## src/rtl/isvp_pkg.sv

```systemverilog
// isvp_pkg: shared widths, counts and state encodings of the video port.
// assumes nothing of its surroundings; imported by every isvp module.
`default_nettype none
package isvp_pkg;
   localparam int VIDEO_W     = 10;  // pixel word, bit 0 lsb
   localparam int CFG_ADDR_W  = 5;   // setup register address, bit 0 lsb
   localparam int CFG_DATA_W  = 12;  // setup register width
   localparam int CFG_DEPTH   = 32;  // registers reachable by a 5-bit address
   localparam int SYNC_STAGES = 2;   // flip-flops in every pin synchroniser
   localparam int BUF_DEPTH   = 2;   // entries of the pixel buffer

   // default frame geometry: pixels per line, lines per frame, blanking in pixel clock periods
   localparam int DEF_PIX_PER_LINE    = 1024;
   localparam int DEF_LINES_PER_FRAME = 1024;
   localparam int DEF_HBLANK          = 16;
   localparam int DEF_VBLANK          = 64;

   localparam logic [CFG_DATA_W-1:0] CFG_RESET_VAL = 12'h000;
   localparam logic [VIDEO_W-1:0]    VIDEO_RESET_VAL = 10'h000;

   // gray-coded along idle -> line -> hblank -> vblank
   typedef enum logic [1:0] {
      ST_IDLE   = 2'b00,
      ST_LINE   = 2'b01,
      ST_HBLANK = 2'b11,
      ST_VBLANK = 2'b10
   } isvp_state_t;
endpackage
`default_nettype wire

```

## src/rtl/isvp_video_port.sv

```systemverilog
// isvp_video_port: parallel video output and setup register pins of the sensor.
// assumes i_clk well above the master clock pin; all pins are asynchronous.
//
// Operation
// the outside supplies a master clock at twice the pixel rate
// pixel clock output runs at half the master clock rate
// line-valid strobe is low during an active line, high otherwise; the code also holds it high for line periods stalled on an empty buffer
// frame-valid strobe is low during an active frame, high otherwise
// enable asserted: converter enabled and pixel words driven on the bus
// enable deasserted: every video data output is released to high impedance
// video bus is ten bits, bit 0 least significant, bit 9 most
// controller selects a setup register with a five-bit address, bit 0 lsb
// setup data lines are two-way: controller writes, device drives reads
// each setup register holds twelve bits over a twelve-bit bus
// active-low select and active-low write choose read or write
// one new pixel word per pixel clock period while line-valid is low
`default_nettype none
module isvp_video_port
   import isvp_pkg::*;
#(
   parameter int PIX_PER_LINE    = DEF_PIX_PER_LINE,
   parameter int LINES_PER_FRAME = DEF_LINES_PER_FRAME,
   parameter int HBLANK          = DEF_HBLANK,
   parameter int VBLANK          = DEF_VBLANK
) (
   input  wire logic                  i_clk,
   input  wire logic                  i_reset_n,
   // pins from the capture controller, plus the setup data pins driven back to it
   input  wire logic                  i_master_clock_in,
   input  wire logic                  i_video_output_enable,
   input  wire logic [CFG_ADDR_W-1:0] i_cfg_addr,
   input  wire logic                  i_cfg_cs_n,
   input  wire logic                  i_cfg_wr_n,
   input  wire logic [CFG_DATA_W-1:0] i_cfg_data,
   output logic      [CFG_DATA_W-1:0] o_cfg_data,
   output logic                       o_cfg_data_oe_n,
   // pins to the capture controller
   output logic                       o_pixel_clock_out,
   output logic                       o_line_valid_n,
   output logic                       o_frame_valid_n,
   output logic      [VIDEO_W-1:0]    o_video_data,
   output logic                       o_video_data_oe_n,
   // converter side
   output logic                       o_adc_enable,
   input  wire logic [VIDEO_W-1:0]    i_adc_data,
   input  wire logic                  i_adc_valid,
   output logic                       o_adc_ready
);
   localparam int CW = $clog2(PIX_PER_LINE + HBLANK + VBLANK + 1);
   localparam int LW = $clog2(LINES_PER_FRAME + 1);
   localparam int SW = 2 + CFG_ADDR_W + CFG_DATA_W + 2;

   initial begin
      if (PIX_PER_LINE < 1 || LINES_PER_FRAME < 1 || HBLANK < 1 || VBLANK < 1) begin
         $error("isvp_video_port: geometry counts must be at least 1");
      end
   end

   localparam logic [CW-1:0] LAST_PIX = CW'(PIX_PER_LINE - 1);
   localparam logic [CW-1:0] LAST_HB  = CW'(HBLANK - 1);
   localparam logic [CW-1:0] LAST_VB  = CW'(VBLANK - 1);
   localparam logic [LW-1:0] LAST_LN  = LW'(LINES_PER_FRAME - 1);

   // ---------------- pin synchronisers ----------------
   logic [SW-1:0] sync_reg [SYNC_STAGES];
   wire  logic [SW-1:0] pins_async;
   wire  logic [SW-1:0] pins;

   assign pins_async = {i_master_clock_in, i_video_output_enable, i_cfg_addr,
                        i_cfg_data, i_cfg_cs_n, i_cfg_wr_n};

   always_ff @(posedge i_clk or negedge i_reset_n) begin
      if (!i_reset_n) begin
         sync_reg[0] <= '0;
      end else begin
         sync_reg[0] <= pins_async;
      end
   end

   genvar g;
   generate
      for (g = 1; g < SYNC_STAGES; g++) begin : g_sync
         always_ff @(posedge i_clk or negedge i_reset_n) begin
            if (!i_reset_n) begin
               sync_reg[g] <= '0;
            end else begin
               sync_reg[g] <= sync_reg[g-1];
            end
         end
      end
   endgenerate

   assign pins = sync_reg[SYNC_STAGES-1];

   wire logic                  mclk_s  = pins[SW-1];
   wire logic                  ena_s   = pins[SW-2];
   wire logic [CFG_ADDR_W-1:0] addr_s  = pins[SW-3 -: CFG_ADDR_W];
   wire logic [CFG_DATA_W-1:0] wdata_s = pins[CFG_DATA_W+1:2];
   wire logic                  cs_n_s  = pins[1];
   wire logic                  wr_n_s  = pins[0];

   // ---------------- pixel clock ----------------
   logic mclk_d_reg;
   logic pclk_reg;
   wire  logic mclk_rise;
   wire  logic launch;

   assign mclk_rise = mclk_s && !mclk_d_reg;
   // words and strobes change as the pixel clock falls, receiver samples on its rise
   assign launch    = mclk_rise && pclk_reg;

   always_ff @(posedge i_clk or negedge i_reset_n) begin
      if (!i_reset_n) begin
         mclk_d_reg <= 1'b0;
         pclk_reg   <= 1'b0;
      end else begin
         mclk_d_reg <= mclk_s;
         if (mclk_rise) pclk_reg <= !pclk_reg;
      end
   end

   // ---------------- pixel buffer ----------------
   wire logic [VIDEO_W-1:0] buf_data;
   wire logic               buf_valid;
   wire logic               buf_pop;
   wire logic               buf_ready;
   wire logic               buf_push;
   wire logic               buf_full_next;

   // the registered ready promises room at the edge after it is seen,
   // so a word is taken exactly when valid meets a high ready
   assign buf_push      = i_adc_valid && o_adc_ready;
   assign buf_full_next = !buf_pop && (!buf_ready || (buf_valid && buf_push));

   isvp_pixel_buf #(
      .WIDTH (VIDEO_W),
      .DEPTH (BUF_DEPTH)
   ) u_buf (
      .i_clk     (i_clk),
      .i_reset_n (i_reset_n),
      .i_data    (i_adc_data),
      .i_valid   (buf_push),
      .o_ready   (buf_ready),
      .o_data    (buf_data),
      .o_valid   (buf_valid),
      .i_ready   (buf_pop)
   );

   // ---------------- frame sequencer ----------------
   isvp_state_t state_reg;
   isvp_state_t state_next;
   logic [CW-1:0] col_reg;
   logic [CW-1:0] col_next;
   logic [LW-1:0] row_reg;
   logic [LW-1:0] row_next;
   logic [VIDEO_W-1:0] vdata_reg;

   function automatic logic at_last(input logic [CW-1:0] c, input logic [CW-1:0] last);
      at_last = (c == last);
   endfunction

   // a line waits on an empty buffer rather than emit a stale word
   assign buf_pop = launch && (state_reg == ST_LINE) && buf_valid;

   always_comb begin
      state_next = state_reg;
      col_next   = col_reg;
      row_next   = row_reg;
      if (launch) begin
         case (state_reg)
            ST_IDLE: begin
               state_next = ST_LINE;
               col_next   = '0;
               row_next   = '0;
            end
            ST_LINE: begin
               if (buf_valid) begin
                  if (at_last(col_reg, LAST_PIX)) begin
                     state_next = ST_HBLANK;
                     col_next   = '0;
                  end else begin
                     col_next = col_reg + 1'b1;
                  end
               end
            end
            ST_HBLANK: begin
               if (!at_last(col_reg, LAST_HB)) begin
                  col_next = col_reg + 1'b1;
               end else if (row_reg == LAST_LN) begin
                  state_next = ST_VBLANK;
                  col_next   = '0;
               end else begin
                  state_next = ST_LINE;
                  col_next   = '0;
                  row_next   = row_reg + 1'b1;
               end
            end
            ST_VBLANK: begin
               if (at_last(col_reg, LAST_VB)) begin
                  state_next = ST_LINE;
                  col_next   = '0;
                  row_next   = '0;
               end else begin
                  col_next = col_reg + 1'b1;
               end
            end
            default: begin
               state_next = ST_IDLE;
               col_next   = '0;
               row_next   = '0;
            end
         endcase
      end
   end

   wire logic in_frame = (state_next == ST_LINE) || (state_next == ST_HBLANK);

   always_ff @(posedge i_clk or negedge i_reset_n) begin
      if (!i_reset_n) begin
         state_reg       <= ST_IDLE;
         col_reg         <= '0;
         row_reg         <= '0;
         vdata_reg       <= VIDEO_RESET_VAL;
         o_line_valid_n  <= 1'b1;
         o_frame_valid_n <= 1'b1;
      end else begin
         state_reg <= state_next;
         col_reg   <= col_next;
         row_reg   <= row_next;
         if (buf_pop) vdata_reg <= buf_data;
         if (launch) begin
            // low exactly for the period whose word was popped at this launch
            o_line_valid_n  <= !buf_pop;
            o_frame_valid_n <= !in_frame;
         end
      end
   end

   // ---------------- video output stage ----------------
   always_ff @(posedge i_clk or negedge i_reset_n) begin
      if (!i_reset_n) begin
         o_pixel_clock_out <= 1'b0;
         o_adc_enable      <= 1'b0;
         o_adc_ready       <= 1'b0;
         o_video_data      <= VIDEO_RESET_VAL;
         o_video_data_oe_n <= 1'b1;
      end else begin
         o_pixel_clock_out <= pclk_reg;
         o_adc_enable      <= ena_s;
         o_adc_ready       <= ena_s && !buf_full_next;
         o_video_data      <= vdata_reg;
         o_video_data_oe_n <= !ena_s;
      end
   end

   // ---------------- setup registers ----------------
   logic [CFG_DATA_W-1:0] cfg_mem_reg [CFG_DEPTH];
   logic                  wr_n_d_reg;
   logic [CFG_ADDR_W-1:0] addr_d_reg;
   logic [CFG_DATA_W-1:0] wdata_d_reg;
   wire  logic            cfg_write;
   wire  logic            cfg_read;

   // write lands as the write strobe rises inside an active select
   assign cfg_write = !wr_n_d_reg && wr_n_s && !cs_n_s;
   assign cfg_read  = !cs_n_s && wr_n_s;

   always_ff @(posedge i_clk or negedge i_reset_n) begin
      if (!i_reset_n) begin
         wr_n_d_reg      <= 1'b1;
         addr_d_reg      <= '0;
         wdata_d_reg     <= CFG_RESET_VAL;
         o_cfg_data      <= CFG_RESET_VAL;
         o_cfg_data_oe_n <= 1'b1;
         for (int k = 0; k < CFG_DEPTH; k++) begin
            cfg_mem_reg[k] <= CFG_RESET_VAL;
         end
      end else begin
         wr_n_d_reg  <= wr_n_s;
         addr_d_reg  <= addr_s;
         wdata_d_reg <= wdata_s;
         if (cfg_write) cfg_mem_reg[addr_d_reg] <= wdata_d_reg;
         o_cfg_data      <= cfg_mem_reg[addr_s];
         o_cfg_data_oe_n <= !cfg_read;
      end
   end
endmodule
`default_nettype wire

```

## src/rtl/isvp_pixel_buf.sv

```systemverilog
// isvp_pixel_buf: small valid/ready fifo in the pixel path.
// assumes one clock for both sides; depth a power of two, at least two.
`default_nettype none
module isvp_pixel_buf
   import isvp_pkg::*;
#(
   parameter int WIDTH = VIDEO_W,
   parameter int DEPTH = BUF_DEPTH
) (
   input  wire logic             i_clk,
   input  wire logic             i_reset_n,
   input  wire logic [WIDTH-1:0] i_data,
   input  wire logic             i_valid,
   output logic                  o_ready,
   output logic [WIDTH-1:0]      o_data,
   output logic                  o_valid,
   input  wire logic             i_ready
);
   localparam int AW = $clog2(DEPTH);

   initial begin
      if (DEPTH < 2 || (1 << AW) != DEPTH) begin
         $error("isvp_pixel_buf: DEPTH must be a power of two, at least 2");
      end
   end

   logic [WIDTH-1:0] mem_reg [DEPTH];
   logic [AW:0]      wr_ptr_reg;
   logic [AW:0]      rd_ptr_reg;
   wire  logic       full;
   wire  logic       empty;
   wire  logic       push;
   wire  logic       pop;

   assign full    = (wr_ptr_reg[AW] != rd_ptr_reg[AW]) &&
                    (wr_ptr_reg[AW-1:0] == rd_ptr_reg[AW-1:0]);
   assign empty   = (wr_ptr_reg == rd_ptr_reg);
   assign o_ready = !full;
   assign o_valid = !empty;
   assign o_data  = mem_reg[rd_ptr_reg[AW-1:0]];
   assign push    = i_valid && !full;
   assign pop     = i_ready && !empty;

   always_ff @(posedge i_clk or negedge i_reset_n) begin
      if (!i_reset_n) begin
         wr_ptr_reg <= '0;
         rd_ptr_reg <= '0;
      end else begin
         if (push) wr_ptr_reg <= wr_ptr_reg + 1'b1;
         if (pop)  rd_ptr_reg <= rd_ptr_reg + 1'b1;
      end
   end

   always_ff @(posedge i_clk) begin
      if (push) mem_reg[wr_ptr_reg[AW-1:0]] <= i_data;
   end
endmodule
`default_nettype wire

```

## config.mk

```make
export PLATFORM = sky130hd
export DESIGN_NAME = isvp_video_port
export DESIGN_NICKNAME = d
export VERILOG_FILES = /design/src/rtl/isvp_pkg.sv /design/src/rtl/isvp_video_port.sv /design/src/rtl/isvp_pixel_buf.sv
export SDC_FILE = /design/constraint.sdc
export NUM_CORES = 1
export LEC_CHECK = 0
export ABC_AREA = 1
export BUFFER_PORTS_ARGS = -buffer_cell sky130_fd_sc_hd__buf_2
export CAP_MARGIN = 0
export CORE_MARGIN = 2
export CORE_UTILIZATION = 55
export DETAILED_ROUTE_END_ITERATION = 10
export PLACE_DENSITY = 0.72
export SYNTH_ARGS = -nofsm -noshare
export SYNTH_HDL_FRONTEND = slang
export SYNTH_SLANG_ARGS = --single-unit
```

## constraint.sdc

```tcl
create_clock -name i_clk -period 5.3 [get_ports i_clk]
set_input_delay 1.06 -clock i_clk [delete_from_list [all_inputs] [get_ports i_clk]]
set_output_delay 1.06 -clock i_clk [all_outputs]
set_load 0.02 [all_outputs]
```

# Yosys cells after proc, flatten, opt, wreduce, memory -nomap -nowiden

Memory sizes are Yosys's and may differ from the RTL's. A register that Yosys moved wholly into a read port is not among the register bits.
Cells that the tools add are included.

Memories kept: 1
Register bits: 503
Memory bits (read-only): 0
Bits in latches: 0
Output and inout port bits: 29
Bits in writable memories: 20

Multiplexer cells: 24
$add $sub $neg: 4
Bitwise gates (word level): 2
Reductions and logical operators: 33
Shift operators: 0
Magnitude comparators: 3
Divide/modulo/power cells: 0
Equality and inequality tests: 16
$mul: 0

Memories:

| name          | words | bits a word | rd ports | clocked after memory_dff | write ports | RTL line             | RTL |
|---|---|---|---|---|---|---|---|
| u_buf.mem_reg | 2     | 10          | 1        | 1                        | 1           | isvp_pixel_buf.sv:27 | `logic [WIDTH-1:0] mem_reg [DEPTH];` |

Operators by type and width:

| cell                                                     | number |
|---|---|
| bitwise mux 384 bit                                      | 1 |
| two-way mux 11 bit                                       | 7 |
| binary-select mux 12 bit (select 5 bit)                  | 1 |
| demux 12 bit (select 5 bit)                              | 1 |
| one-hot mux 11 bit (4 select lines)                      | 1 |
| two-way mux 12 bit                                       | 3 |
| one-hot mux 11 bit (3 select lines)                      | 1 |
| adder 11 x 1 -> 11 bit, second input constant            | 2 |
| equality test 11 x 10 -> 1 bit, second input constant    | 2 |
| logical AND 1 bit                                        | 15 |
| greater-or-equal comparator 6 bit, second input constant | 2 |
| zero test 1 bit                                          | 12 |
| two-way mux 2 bit                                        | 6 |
| NOT 5 -> 6 bit                                           | 2 |
| equality test 11 x 4 -> 1 bit, second input constant     | 1 |
| equality test 11 x 6 -> 1 bit, second input constant     | 1 |
| != test 2 bit, second input constant                     | 4 |
| one-hot mux 2 bit (4 select lines)                       | 1 |
| equality test 2 bit, second input constant               | 3 |
| < comparator 6 x 1 -> 1 bit, second input constant       | 1 |
| AND reduction 5 bit                                      | 1 |
| adder 2 x 1 -> 2 bit, second input constant              | 2 |
| equality test 2 x 1 -> 1 bit, second input constant      | 2 |
| nonzero test 3 bit                                       | 1 |
| other kinds (7)                                          | 9 |

# Longest topological paths before layout

Depth in word-level cells: 9
Mapped depth: 11
Gate-level depth less buffers: 10

# Hierarchy

A second synthesis with hierarchy kept.

Cell total of the unflattened synthesis: 2696
Area, all modules: 22805.6 sq um

Modules (own cells, without submodules):

| module          | sequential area each (sq um) | area an instance (sq um) | times used | cells an instance |
|---|---|---|---|---|
| isvp_video_port | 12743.5                      | 21835.9                  | 1          | 2607 |
| isvp_pixel_buf  | 700.7                        | 969.7                    | 1          | 89 |

# Worst setup path after synthesis

Ideal clock, no wire load.

Kind: input-to-reg
From: in i_adc_valid
To: mem u_buf.mem_reg[1][0] in the netlist's numbering (enable)
Setup slack: 3.216 ns
Buffers on the path: 0
Arrival: 1.705 ns
Stages: 2
Library setup time: 0.379 ns
Cells stage by stage: nand3_1 -> nor2_1

Longest elaborated chain between the ends: 4

Ends and longest elaborated chain:

| item                                    | RTL line               | RTL |
|---|---|---|
| from (decl)                             | isvp_video_port.sv:46  | `input wire logic i_adc_valid,` |
| logical AND 1 bit                       | isvp_video_port.sv:132 | `assign buf_push = i_adc_valid && o_adc_ready;` |
| logical AND 1 bit                       | isvp_pixel_buf.sv:41   | `assign push = i_valid && !full;` |
| two-way mux 1 bit                       | isvp_pixel_buf.sv:55   | `if (push) mem_reg[wr_ptr_reg[AW-1:0]] <= i_data;` |
| two-way mux 1 bit (not written as such) | isvp_pixel_buf.sv:55   |  |
| to (decl)                               | isvp_pixel_buf.sv:27   |  |

No other way between the ends.

# Final worst setup path

From: reg sync_reg, in the netlist pins[15]
To: reg o_cfg_data[0]

Longest elaborated chain between the ends: 4

Ends and longest elaborated chain:

| item                                                  | RTL line               | RTL |
|---|---|---|
| from (decl)                                           | isvp_video_port.sv:65  | `logic [SW-1:0] sync_reg [SYNC_STAGES];` |
| from (signal, indexed assignment)                     | isvp_video_port.sv:87  | `sync_reg[g] <= sync_reg[g-1];` |
| NOT 5 -> 6 bit (not written as such)                  | isvp_video_port.sv:283 | `o_cfg_data <= cfg_mem_reg[addr_s];` |
| binary-select mux 12 bit (select 5 bit)               | isvp_video_port.sv:283 |  |
| two-way mux 12 bit (not written as such) (2 in a row) | isvp_video_port.sv:283 |  |
| to (signal assigned)                                  | isvp_video_port.sv:283 |  |
| to (decl)                                             | isvp_video_port.sv:35  | `output logic [CFG_DATA_W-1:0] o_cfg_data,` |

No other way between the ends. The select of a mux whose other input is x is not followed.
A chain may end at the register's enable or synchronous reset.

==> results.md <==
- Outcome: finished, final reports clean
- Leakage component of the power: 11.7 nW
- First-pass GRT wire length: 97.1 mm
- Count of yosys warnings during synthesis: 0
- Number of buffers inserted during clock tree synthesis: 55
- Max Buffers Root-to-Sink: 3
- Cell occurring most often along the worst timing path: sky130_fd_sc_hd__nand2_1
- TritonCTS clock tree: built
- Number of placement rows: 74
- Global-route total usage across every layer: 28.2%
- Category of the critical setup timing path: flop to flop
- Endpoint type of the worst setup path: flop
- Flip-flop count of the largest register, all copies and words added: 384
- Post-synthesis cell type count: 29
- Netlist area before placement: 22700 µm²
- Top-level port count: 63
- Min-delay worst type: flop to flop
- Slowest cell on crit path: sky130_fd_sc_hd__clkinv_2
- Data arrival, critical path: 3.81 ns
- Net count after synthesis: 2735
- H-tree levels: 2
- Critical Path Max Stage Delay: 0.95 ns
- Seq cells post-synth: 533
- Placed cell area: 23200 µm²
- Final hold violations: 0
- Area of the multi-input gates: 8310 µm²
- Remaining global-route overflow: 0
- Leading cell type in the layout, fill and taps excluded: sky130_fd_sc_hd__nand2_1
- Final max-slew violation count: 0
- Antenna fix cells: 0
- Design area: 25000 µm²
- DRC violation count after routing: 0
- Initial detailed-routing violation count: 2101
- Count of mapped cells out of synthesis: 2699
- Net count, final: 2682
- Share of the cycle needed by the critical path after routing: 61.4%
- Count of max-cap constraint violations: 0
- Post-placement setup slack: 2.19 ns
- Setup repair after global routing missed its margin: false
- Post-route setup slack: 2.05 ns
- Min Clock Period, post-route: 3.25 ns
- Setup repair bufs after CTS: 0
- Post-synth top flop: sky130_fd_sc_hd__dfrtp_1
- Final core occ: 61.3%
- Hold Startpoint: pins[5]$_DFF_PN0_
- Die H: 207 µm
- Worst Path Required: 5.85 ns
- Post-CTS Hold Fix Bufs: 0
- Initial Utilization: 55.6%
- Count of flip-flops with a built-in enable after synthesis: 20
- Total half-perimeter wirelength after legalization and detailed placement: 34.4 mm
- Syn_area_per_cell: 8.42 µm²
- Part of the Yosys area used for sequential elements: 59.2%
- RePlAce Congestion: 0.867
- Remaining antenna violation count: 0
- Final clock skew: 0.0289 ns
- Insertion delay to the later sink of the worst-skew pair: 0.62 ns
- Critical-path cell list: clkinv_2 > buf_4 > nand3_1 > nand3_1 > nand2_1 > nand2_1 > nand2_1 > nand2_1 > nand2_1
- Slew at the pin closest to its max-slew limit: 1.33 ns
- Setup-failing EPs final: 0
- Fillcell total: 3503
- Max Fclk: 0.308 GHz
- Biggest fanout along the worst timing path: 51
- Total vias in the final route: 18571
- Async S/R FF share, synth: 96.2%
- Max-slew headroom at the worst pin: 11.4%
- I/O Buffers: 62
- VDD IR max: 380 µV
- Total power density per cell area: 391 nW/µm²
- Via count of the first global-routing pass: 17678
- Area used by sequential logic in the layout: 13500 µm²
- CTS sink cnt: 533
- Post-synthesis to final-layout area growth: 10.1%
- Clock transition time at the flip-flop clock pins of the worst setup and hold paths: 0.06 ns
- DIE AREA: 43000 µm²
- Antenna violations before repair: 0
- Sum of negative setup slack: 0 ns
- Largest net degree at the start of global routing: 124
- First-pass detailed-route iteration total: 5
- Horizontal die dimension: 207 µm
- Register-to-register setup slack: 2.05 ns
- Launching point of the worst reg2reg path: pins[15]$_DFF_PN0_
- Root cell of the clock tree: sky130_fd_sc_hd__clkbuf_16
- Mean routed wirelength per cell: 18.6 µm
- PostCTS Resize Cnt: 0
- Share of final-layout standard cells stronger than drive strength 1: 6.91%
- Drt total wl: 59.9 mm
- Ratio of routed vias to standard cells: 5.76
- Commonest cells after routing, fill and taps aside: 1061 x sky130_fd_sc_hd__nand2_1, 505 x sky130_fd_sc_hd__dfrtp_1, 395 x sky130_fd_sc_hd__o21ai_0
- Worst Setup Start Kind: flop
- Overall power after layout: 0.00978 W
- Total core area: 40800 µm²
- CP Launch Point: pins[15]$_DFF_PN0_
[synth_stat cells (3+ instances only)]
cell / number / area (µm²)
sky130_fd_sc_hd__nor2_1: 51 / 191
sky130_fd_sc_hd__a21oi_1: 9 / 45.0
sky130_fd_sc_hd__buf_1: 13 / 48.8
sky130_fd_sc_hd__dfrtp_1: 508 / 12700
sky130_fd_sc_hd__edfxtp_1: 20 / 601
sky130_fd_sc_hd__nand3_1: 334 / 1670
sky130_fd_sc_hd__clkbuf_1: 154 / 578
sky130_fd_sc_hd__inv_1: 59 / 221
sky130_fd_sc_hd__o21ai_0: 395 / 1980
sky130_fd_sc_hd__nor3_1: 29 / 145
sky130_fd_sc_hd__dfstp_2: 5 / 131
sky130_fd_sc_hd__xor2_1: 6 / 52.6
sky130_fd_sc_hd__nor3_4: 3 / 48.8
sky130_fd_sc_hd__buf_2: 22 / 110
sky130_fd_sc_hd__nand4_1: 12 / 75.1
sky130_fd_sc_hd__nand2_1: 1061 / 3980
[worst paths after layout]
path | cells past startpoint | end
worst max-delay path | 9 | o_cfg_data[0]$_DFF_PN0_
worst min-delay path | 0 | wdata_d_reg[3]$_DFF_PN0_
worst max register to register | 9 | o_cfg_data[0]$_DFF_PN0_
worst min register to register | 0 | wdata_d_reg[3]$_DFF_PN0_
max in group asynchronous | 2 | cfg_mem_reg[275]$_DFFE_PN0P_
min in group asynchronous | 1 | sync_reg[35]$_DFF_PN0_
[report_power, final]
part	internal, W	switching, W
Clock	0.00231	0.00161
Combinational	0.000344	0.000762
Sequential	0.00450	0.000246
Total	0.00716	0.00262
[metal layers]
layer  part of all wire [%]  vias up  track usage [%]
met5                      0        -                0
met4                    2.5        0             7.83
met3                    8.9      114             5.93
met2                     46      758             44.0
met1                     43     9022             40.3
li1                       -     8677                -
[worst max-delay path: cells and delay by family, from the launching register on]
kind	cells	cell delay [ns]
AND/OR/NAND/NOR	7	0.70
buffers and inverters	2	1.59
flip-flops	1	0.84
[cells by family (layout without fill, tap and decap cells)]
| kind of cell | after synthesis | in the layout | share of synthesized area [%] |
|---|---|---|---|
| flip-flops | 533 | 533 | 59.2 |
| adder cells (fa/ha/maj) | 2 | 2 | 0.110 |
| AO/OA/AOI/OAI | 413 | 413 | 9.18 |
| AND/OR/NAND/NOR | 1493 | 1493 | 27.0 |
| XOR/XNOR | 7 | 7 | 0.270 |
| buffers and inverters | 251 | 243 | 4.27 |
[through the flow]
stage	std cells	hold slack [ns]
2_1_floorplan	2699	0.331
6_report	3223	0.346
4_1_cts	3223	0.348
5_1_grt	3223	0.352
3_3_place_gp	3121	0.333
3_5_place_dp	3121	0.335
[final cells by class]
class,instances,area share [%]
Sequential cell,533,53.8
Clock buffer,88,6.88
Inverter,62,0.955
Multi-Input combinational cell,1915,33.2
Tap cell,532,2.66
Timing Repair Buffer,79,1.99
Clock inverter,14,0.555
Note: power is estimated with default switching activity, not from simulation.
